===== src/design/lcdcm_pkg.sv =====
package lcdcm_pkg;

  // Register addresses on the special-function-register bus.
  localparam logic [7:0] LCDCM_CONTRAST_ADDR = 8'h9c;
  localparam logic [7:0] LCDCM_MASTER_ADDR = 8'hab;

  // Contrast setpoint field layout.
  localparam int LCDCM_CODE_MSB = 4;
  localparam int LCDCM_CODE_W = 5;
  localparam logic [7:0] LCDCM_CONTRAST_MASK = 8'h1f;
  localparam logic [4:0] LCDCM_CONTRAST_RESET = 5'h00;

  // Master control bit positions for the upper half.
  localparam int LCDCM_BIAS_BIT = 6;
  localparam int LCDCM_CONV_BIAS_BIT = 5;
  localparam int LCDCM_CLK_GATE_BIT = 4;
  localparam logic [7:0] LCDCM_MASTER_MASK = 8'h70;

  // Values after reset of the master control bits.
  localparam logic LCDCM_BIAS_RESET = 1'b0;
  localparam logic LCDCM_CONV_BIAS_RESET = 1'b1;
  localparam logic LCDCM_CLK_GATE_RESET = 1'b0;

  // Nominal drive-supply target: base, top and step in millivolts.
  localparam int LCDCM_DISPLAY_DRIVE_SUPPLY_BASE_MV = 1900;
  localparam int LCDCM_DISPLAY_DRIVE_SUPPLY_TOP_MV = 3720;
  localparam int LCDCM_DISPLAY_DRIVE_SUPPLY_STEP_MV = 60;

  // Static control levels sent to the analog side and the clock gates.
  typedef struct packed {
    logic [4:0] contrast_code;
    logic display_bias_on;
    logic converter_bias_output_on;
    logic display_clock_gate_on;
  } lcdcm_ctrl_t;

  // Register-bus request.
  typedef struct packed {
    logic [7:0] addr;
    logic wr;
    logic rd;
    logic [7:0] wdata;
  } lcdcm_req_t;

endpackage : lcdcm_pkg


===== src/design/lcdcm_regs.sv =====
`timescale 1ns/1ps
// What this block does
// - Bits 7:5 of the contrast setpoint register always read zero and software writes zero there.
// - Bits 4:0 of the contrast setpoint register are a five-bit code from 1.90 V at zero to 3.72 V at all ones.
// - Each step of the contrast code raises the target drive voltage by about 59 mV.
// - Bit 7 of the master control register always reads zero and software writes zero there.
// - Bit 6 of the master control register disables the display bias at 0 and enables it at 1.
// - Bit 5 of the master control register gates off the converter bias at 0 and supplies it at 1.
// - Bit 4 of the master control register gates off the display clock at 0 and passes it undivided at 1.
module lcdcm_regs (
  // Clock and reset.
  input wire logic clk,
  input wire logic srst,
  // Register bus.
  input wire lcdcm_pkg::lcdcm_req_t req,
  output logic [7:0] rdata,
  output logic rvalid,
  // Static control outputs.
  output lcdcm_pkg::lcdcm_ctrl_t ctrl
);
  import lcdcm_pkg::*;

  // True when a strobe is raised for the given register address.
  function automatic logic lcdcm_hit(input logic strobe, input logic [7:0] addr, input logic [7:0] reg_addr);
    lcdcm_hit = strobe && (addr == reg_addr);
  endfunction : lcdcm_hit

  function automatic logic [7:0] lcdcm_contrast_image(input logic [4:0] code);
    lcdcm_contrast_image = {3'h0, code} & LCDCM_CONTRAST_MASK;
  endfunction : lcdcm_contrast_image

  function automatic logic [7:0] lcdcm_master_image(input lcdcm_ctrl_t levels);
    logic [7:0] image;
    image = 8'h00;
    image[LCDCM_BIAS_BIT] = levels.display_bias_on;
    image[LCDCM_CONV_BIAS_BIT] = levels.converter_bias_output_on;
    image[LCDCM_CLK_GATE_BIT] = levels.display_clock_gate_on;
    lcdcm_master_image = image & LCDCM_MASTER_MASK;
  endfunction : lcdcm_master_image

  // Target voltage in millivolts for a code, rounded to the nearest millivolt.
  function automatic int lcdcm_target_mv(input logic [4:0] code);
    int span;
    span = LCDCM_DISPLAY_DRIVE_SUPPLY_TOP_MV - LCDCM_DISPLAY_DRIVE_SUPPLY_BASE_MV;
    lcdcm_target_mv = LCDCM_DISPLAY_DRIVE_SUPPLY_BASE_MV + (span * int'(code) + 15) / 31;
  endfunction : lcdcm_target_mv

  // Decoded strobes of this cycle.
  logic wr_contrast;
  logic wr_master;
  logic rd_contrast;
  logic rd_master;

  // Control level group.
  lcdcm_ctrl_t next_ctrl;

  // Read return group.
  logic [7:0] next_rdata;
  logic next_rvalid;

  // Nominal drive target, kept inside the block for observation only.
  logic [15:0] target_mv;
  logic [15:0] next_target_mv;

  always_comb begin
    wr_contrast = lcdcm_hit(req.wr, req.addr, LCDCM_CONTRAST_ADDR);
    wr_master = lcdcm_hit(req.wr, req.addr, LCDCM_MASTER_ADDR);
    rd_contrast = lcdcm_hit(req.rd, req.addr, LCDCM_CONTRAST_ADDR);
    rd_master = lcdcm_hit(req.rd, req.addr, LCDCM_MASTER_ADDR);
  end

  // Control levels: reset wins, then each register takes only its own fields.
  always_comb begin
    next_ctrl = ctrl;
    if (srst) begin
      next_ctrl.contrast_code = LCDCM_CONTRAST_RESET;
      next_ctrl.display_bias_on = LCDCM_BIAS_RESET;
      next_ctrl.converter_bias_output_on = LCDCM_CONV_BIAS_RESET;
      next_ctrl.display_clock_gate_on = LCDCM_CLK_GATE_RESET;
    end else begin
      if (wr_contrast) begin
        next_ctrl.contrast_code = req.wdata[LCDCM_CODE_MSB:0];
      end
      if (wr_master) begin
        next_ctrl.display_bias_on = req.wdata[LCDCM_BIAS_BIT];
        next_ctrl.converter_bias_output_on = req.wdata[LCDCM_CONV_BIAS_BIT];
        next_ctrl.display_clock_gate_on = req.wdata[LCDCM_CLK_GATE_BIT];
      end
    end
  end

  always_ff @(posedge clk) begin
    ctrl <= next_ctrl;
  end

  // Read data is taken from the levels before any write of the same cycle.
  always_comb begin
    next_rdata = 8'h00;
    next_rvalid = 1'b0;
    if (!srst) begin
      next_rvalid = req.rd;
      if (rd_contrast) begin
        next_rdata = lcdcm_contrast_image(ctrl.contrast_code);
      end else if (rd_master) begin
        next_rdata = lcdcm_master_image(ctrl);
      end
    end
  end

  always_ff @(posedge clk) begin
    rdata <= next_rdata;
    rvalid <= next_rvalid;
  end

  always_comb begin
    next_target_mv = 16'(LCDCM_DISPLAY_DRIVE_SUPPLY_BASE_MV);
    if (!srst) begin
      next_target_mv = 16'(lcdcm_target_mv(next_ctrl.contrast_code));
    end
  end

  always_ff @(posedge clk) begin
    target_mv <= next_target_mv;
  end

endmodule : lcdcm_regs


===== config.mk =====
export PLATFORM = sky130hd
export DESIGN_NAME = lcdcm_regs
export DESIGN_NICKNAME = d
export VERILOG_FILES = /design/src/design/lcdcm_pkg.sv /design/src/design/lcdcm_regs.sv
export SDC_FILE = /design/constraint.sdc
export NUM_CORES = 1
export LEC_CHECK = 0
export BUFFER_PORTS_ARGS = -buffer_cell sky130_fd_sc_hd__clkbuf_2
export CAP_MARGIN = 15
export CORE_MARGIN = 1.5
export CORE_UTILIZATION = 42
export DETAILED_ROUTE_END_ITERATION = 8
export GPL_TIMING_DRIVEN = 0
export PLACE_DENSITY_LB_ADDON = 0.1
export SYNTH_ARGS = -nofsm -noshare
export SYNTH_HDL_FRONTEND = slang
export SYNTH_SLANG_ARGS = --single-unit

===== constraint.sdc =====
create_clock -name clk -period 1.01 [get_ports clk]
set_input_delay 0.101 -clock clk [delete_from_list [all_inputs] [get_ports clk]]
set_output_delay 0.101 -clock clk [all_outputs]
set_load 0.005 [all_outputs]

* Word-level counts from Yosys, hierarchy flattened
Index checks and enable logic that the tools add are counted.
** Word-level totals
- Bits in registers :: 17
- Latch bits :: 0
- RAM bits :: 0
- Bits in read-only memories :: 0
- Bits of input ports :: 20
- Output and inout bits :: 17
- Word-level logic and storage cells :: 19
- Memories kept :: 0
** Operators by class
- Add/subtract/negate cells :: 0
- $mul :: 0
- Divide/modulo/power cells :: 0
- Order comparisons :: 0
- Equal/unequal tests :: 2
- Shift operators :: 0
- Multiplexer cells :: 2
- Bitwise logic cells :: 1
- Reductions and logical operators :: 6
** Operators by type and width (number)
- $eq A8 B8 Y1 const B :: 2
- $mux W5 :: 2
- $logic_and A1 B1 Y1 :: 4
- $reduce_or A3 Y1 :: 1
- $reduce_or A2 Y1 :: 1
- $not A1 Y1 :: 1

* Longest topological paths before layout
Gate-level depths: netlist (run 1).
- Word-level depth :: 4
- Mapped depth :: 3
- Mapped depth without buffers :: 3

* Least setup slack after synthesis (run 1)
No wires, ideal clock.
- Path kind :: input-to-reg
- Start :: input port req[16] (netlist name)
- End :: register ctrl[3] (netlist name)
- Library setup time :: 0.072 ns
- Arrival :: 0.860 ns
- Data required time :: 0.938 ns
- Path slack :: 0.079 ns
- Stages :: 3
- Buffers on the path :: 0
- Path through :: nand4b_1 > nor3_4 > mux2i_1
** Between the ends
- Cells in the longest elaborated chain, start to end :: 2
** RTL lines
- start: declaration :: line lcdcm_regs.sv:15 : input wire lcdcm_pkg::lcdcm_req_t req,
- $eq A8 B8 Y1 :: line lcdcm_regs.sv:25 : lcdcm_hit = strobe && (addr == reg_addr);
- $logic_and A1 B1 Y1 :: line lcdcm_regs.sv:25
- end signal: assignment :: line lcdcm_regs.sv:93 : ctrl <= next_ctrl;
- end: declaration :: line lcdcm_regs.sv:19 : output lcdcm_pkg::lcdcm_ctrl_t ctrl
No other way between the ends.
A chain may end at the register's enable or synchronous reset.

* Final worst setup path (run 1)
- Start :: register ctrl[2] (netlist name)
- End :: output port ctrl[2] (netlist name)
No word-level cell between the ends.

==> results of run 1 <==
[final timing paths]
| check | start | to | slack, ps | cells after the start |
|---|---|---|---|---|
| max | ctrl[2] | ctrl[2] | 130 | 1 |
| min | req[0] | ctrl[3] | 40 | 3 |
| max reg2reg | ctrl[0] | rdata[4] | 190 | 2 |
| min reg2reg | ctrl[4] | ctrl[4] | 490 | 2 |
[final cells by class]
| class | count | area share |
|---|---|---|
| multi-input combinational | 43 | 0.386 |
| sequential | 16 | 0.350 |
| timing repair buffer | 34 | 0.186 |
| clock buffer | 4 | 0.0397 |
| tap | 16 | 0.0219 |
| buffer | 2 | 0.0123 |
| inverter | 1 | 0.00410 |
[power breakdown]
group	internal [mW]	total (mW)	switching, mW	leakage (nW)
sequential	0.633	0.634	0.000765	0.129
combinational	0.0514	0.0985	0.0472	0.259
clock	0.220	0.431	0.212	0.0210
total	0.904	1.16	0.260	0.409
[metal layers]
metal / wire (µm) / GRT usage
met1: 616 / 0.211
met2: 610 / 0.221
met3: 91 / 0.0417
met4: 9 / 0.0909
met5: 0 / 0
[cell usage in the layout (no fill, tap or decap)]
cell	n
mux2i_1	8
conb_1	1
nand4bb_4	1
nor3_1	1
nand2b_1	14
clkbuf_2	34
nor2_1	3
nand3_2	1
nand3b_1	1
nor3_4	1
nor4_2	1
nand4b_1	1
and2_1	4
clkbuf_1	1
nor4b_1	1
dfxtp_1	16
nor4_4	1
clkbuf_8	1
and3_1	2
o21a_1	1
nor3b_1	1
buf_4	1
clkbuf_4	3
inv_1	1
[registers in the layout, summed over array words and instances (netlist names)]
| name | count |
|---|---|
| ctrl | 8 |
| rdata | 7 |
| rvalid | 1 |
[kinds of logic (layout without fill, tap and decap cells)]
group,after synthesis,count (layout),synth area share
buf+inv,3,41,0.0218
mux,8,8,0.116
compound gates,1,1,0.0109
simple gates,33,33,0.380
other cells,1,1,0.00545
flops,16,16,0.465
==> results.tsv, run 1 <==
stage	metric	value	unit
run_status	status	complete, no violations	
yosys	Post-Syn Instances	62	
yosys	top cells by area, synth	dfxtp_1 47%, nand2b_1 13%, mux2i_1 12%	
drt	Residual DRC	0	
critical_path	Critical Path RT	910	ps
clock_tree	Max H-tree Level	1	
drt	Vias/cell	4.63	
yosys	EDFF count, synth	0	
floorplanning	Die Wd	43.5	µm
cells_and_area	final core occ	0.600	
power	VDD IR-drop max	0.655	mV
yosys	Main synth FF type	dfxtp_1	
clock_tree	Resized cells post-CTS	0	
critical_path	CP cell instances	clkbuf_2	
critical_path	kind of end point of the critical path	output pin	
drt	wirelength, routed	1330	µm
yosys	Synth area leader	dfxtp_1	
min_path	worst min path class	in2reg	
drt	Pre-Repair DR Iteration Count	1	
yosys	most common cell in the netlist	dfxtp_1	
timing	total negative slack	0	ps
clock_tree	CTS tree	built	
grt	initial antenna violation count	0	
placed_design	Inst Count DP	112	
timing	final setup fails	0	
critical_path	WP data arrival	780	ps
clock_tree	Clock Latency Late Sink	290	ps
cells_and_area	Final Non-Filler Cells	116	
yosys	Netlist cell types	21	
yosys	fraction of registers with async set/reset	0	
clock_tree	clock buffer depth	2	
placed_design	area post-placement	878	µm²
critical_path	CP Launch Type	register	
grt	first-pass GRT wire length	2140	µm
power	pwr dens	1270	nW/µm²
power	total power	1.16	mW
clock_tree	setup repair bufs after CTS	0	
floorplanning	std cell rows	14	
placed_design	Placer Congestion	0.726	
timing	fin crit share	0.870	
cells_and_area	design area	915	µm²
timing	Final Worst Setup Slack	132	ps
floorplanning	core area	1520	µm²
timing	Final Skew	0.140	ps
cells_and_area	fraction of layout cells with a size suffix above 1	0.440	
job	max-cap violation count	0	
timing	max-slew violations	0	
drt	Via Count	537	
yosys	commonest cells in the netlist	16 x dfxtp_1, 14 x nand2b_1, 8 x mux2i_1	
yosys	Synth Register Bits	16	
yosys	syn nets	82	
floorplanning	die area	1890	µm²
placed_design	number of I/O port buffers	34	
timing	Final Hold Viols	0	
grt	vias in the first global route	490	
drt	drt initial violations	0	
drt	Final ANT Viol Nets	0	
grt	GRT Util Overall	0.155	
yosys	Mean Syn Cell Area	11.1	µm²
timing	RSZ-0062 raised after global routing	no	
drt	DR WL/cell	11.4	µm
grt	largest net degree at the start of global routing	11	
critical_path	critical path's slowest cell	dfxtp_1	
critical_path	CP bufs+invs	1	
placed_design	DP Worst Slack	-151	ps
yosys	post-synthesis sequential area ratio	0.465	
floorplanning	IO Count	37	
critical_path	Largest delay share family, worst path	flip-flops	
cells_and_area	register area	320	µm²
cells_and_area	Area Overhead vs Synth	32.9	%
critical_path	kind of critical path	reg2out	
power	Leakage Power	0.409	nW
timing	Hold Slack	42.3	ps
floorplanning	Die H	43.5	µm
timing	f_max	1140	MHz
critical_path	largest stage delay on the critical path	370	ps
clock_tree	clock-pin slew of the registers on the worst-case setup and hold paths	100	ps
grt	total grt overflow	0	
clock_tree	Root Buffer	clkbuf_4	
clock_tree	TritonCTS Buffers	3	
cells_and_area	Fillers	139	
yosys	top cell type's share of synthesized area	0.465	
cells_and_area	Ant. Diodes	0	
timing	minimum clock period	878	ps
yosys	Mapped Area	688	µm²
cells_and_area	Layout Nets	121	
cells_and_area	multi-input logic area	353	µm²
yosys	Ys Warns	0	
clock_tree	clock sinks	16	
critical_path	worst-path fanout max	3	
floorplanning	initial core utilization	0.452	
clock_tree	CTS Hold Bufs	0	
(Power assumes the default switching activity.)
==> inputs of run 2 (changes only) <==
==> constraint.sdc (replaced) <==
create_clock -name clk -period 1.01 [get_ports clk]
set_input_delay 0.202 -clock clk [delete_from_list [all_inputs] [get_ports clk]]
set_output_delay 0.202 -clock clk [all_outputs]
set_load 0.005 [all_outputs]
==> results.tsv, run 2 (synthesis gave the netlist of run 1 again) <==
stage	metric	value	unit	change
clock_tree	Resized cells post-CTS	0		unchanged
floorplanning	core area	1520	µm²	unchanged
grt	vias in the first global route	447		-8.8%
critical_path	CP cell instances	clkbuf_2 -> nand4b_1 -> nor3_4 -> mux2i_1		
critical_path	Reg2Reg Setup Slack	210	ps	+20 ps
critical_path	kind of end point of the critical path	register		
floorplanning	initial core utilization	0.452		unchanged
placed_design	Placer Congestion	0.719		-0.96%
cells_and_area	Regs by FF count	ctrl x8, rdata x7, rvalid x1		
min_path	Hold Startpoint	req[0]		
cells_and_area	fraction of layout cells with a size suffix above 1	0.480		+0.0400
power	VDD IR-drop max	0.702	mV	+7.1%
critical_path	RR Endpoint	rdata[4]		
floorplanning	die area	1890	µm²	unchanged
cells_and_area	design area	920	µm²	+0.55%
drt	Vias/cell	4.73		+2.2%
drt	Via Count	549		+2.2%
timing	minimum clock period	994	ps	+116 ps
critical_path	FF-to-FF path depth	2		unchanged
drt	Residual DRC	0		unchanged
critical_path	Critical Path RT	1220	ps	+310 ps
min_path	worst min path class	in2reg		
power	total power	1.15	mW	-1.1%
grt	GRT Util Overall	0.146		-0.00886
clock_tree	Root Buffer	clkbuf_4		
cells_and_area	Layout Nets	121		unchanged
cells_and_area	Fillers	137		-1.4%
drt	Pre-Repair DR Iteration Count	4		+3
clock_tree	CTS tree	built		
min_path	Hold Path Cell Cnt	3		unchanged
placed_design	placed wire-length estimate	1000	µm	
timing	Hold Slack	144	ps	+102 ps
critical_path	CP Launch Type	input port		
timing	final setup fails	0		unchanged
run_status	status	complete, no violations		
placed_design	DP Worst Slack	-257	ps	-106 ps
drt	drt initial violations	6		+6
power	Leakage Power	0.412	nW	+0.51%
clock_tree	TritonCTS Buffers	3		unchanged
clock_tree	clock-pin slew of the registers on the worst-case setup and hold paths	90	ps	about the same
clock_tree	Clock Latency Late Sink	280	ps	about the same
clock_tree	CTS Hold Bufs	0		unchanged
grt	total grt overflow	0		unchanged
grt	first-pass GRT wire length	2010	µm	-5.8%
critical_path	WP data arrival	1210	ps	+430 ps
timing	Final Worst Setup Slack	15.6	ps	-116 ps
placed_design	area post-placement	878	µm²	unchanged
cells_and_area	Area Overhead vs Synth	33.6	%	
timing	f_max	1010	MHz	-12%
drt	wirelength, routed	1280	µm	-3.8%
cells_and_area	largest reg by FF count	ctrl		
timing	max-slew violations	0		unchanged
cells_and_area	commonest non-fill, non-tap cell in the layout	clkbuf_2		
drt	Final ANT Viol Nets	0		unchanged
min_path	worst hold endpoint	ctrl[3]		
clock_tree	clock sinks	16		unchanged
timing	RSZ-0062 raised after global routing	yes		
critical_path	worst r2r src	ctrl[0]		
timing	Final Hold Viols	0		unchanged
timing	fin crit share	0.985		+0.115
floorplanning	IO Count	37		unchanged
floorplanning	std cell rows	14		unchanged
critical_path	Largest delay share family, worst path	simple AND/OR/NAND/NOR gates		
critical_path	worst-path fanout max	5		+2
drt	DR WL/cell	11.0	µm	-3.8%
power	pwr dens	1250	nW/µm²	-1.6%
critical_path	largest stage delay on the critical path	390	ps	+20 ps
clock_tree	Max H-tree Level	1		unchanged
cells_and_area	Largest register FFs	8		unchanged
floorplanning	Die H	43.5	µm	unchanged
floorplanning	Die Wd	43.5	µm	unchanged
grt	largest net degree at the start of global routing	11		unchanged
job	max-cap violation count	0		unchanged
grt	initial antenna violation count	0		unchanged
timing	Final Skew	1.14	ps	+0.995 ps
clock_tree	clock buffer depth	2		unchanged
critical_path	CP bufs+invs	1		unchanged
critical_path	kind of critical path	in2reg		
critical_path	critical path's slowest cell	nor3_4		
cells_and_area	Ant. Diodes	0		unchanged
clock_tree	setup repair bufs after CTS	0		unchanged
placed_design	number of I/O port buffers	34		unchanged
cells_and_area	commonest non-fill, non-tap cells in the layout	34 x clkbuf_2, 14 x nand2b_1, 12 x dfxtp_1		
run 2: how the worst max path moves through the flow:
stage / from / to / slack, ps / cells past startpoint
final: req[16] / ctrl[6] / 20 / 4
after floorplan: req[16] / ctrl[3] / -20 / 3
after detailed placement: req[16] / ctrl[3] / -260 / 4
after global placement: req[16] / ctrl[3] / -240 / 4
after CTS: ctrl[7] / ctrl[7] / 30 / 1
after global routing: req[16] / ctrl[7] / -0.9 / 4
run 2: power by group:
part	switching (mW)	internal (mW)	leakage, nW
clock network	0.200	0.219	0.0210
registers	0.000714	0.633	0.131
logic	0.0472	0.0513	0.259
run 2: metrics by stage:
stage / instances / utilization / setup TNS [ps]
2_1_floorplan: 62 / - / -112
3_3_place_gp: 112 / 0.576 / -2450
3_5_place_dp: 112 / 0.576 / -2830
4_1_cts: 116 / 0.600 / 0
5_1_grt: 116 / 0.603 / -1.16
6_report: 116 / 0.603 / 0
run 2: worst reg2reg max path: stages, from the launching register on:
cell and delay, ps:
dfxtp_2 350, nor4b_1 240, o21a_1 170
run 2: layout make-up:
type                       instances  area, µm²  area share
buffer                             2       11.3      0.0122
tap                               16       20.0      0.0218
multi-input combinational         43        353       0.384
inverter                           1       3.75     0.00408
sequential                        16        325       0.354
clock buffer                       4       36.3      0.0395
timing repair buffer              34        170       0.185
run 2: per-layer routing:
layer,global-route usage,wire (µm),up-vias
met2,0.209,552,25
met5,0,0,-
met1,0.206,609,236
li1,-,-,286
met4,0.0909,11,0
met3,0.0250,103,2
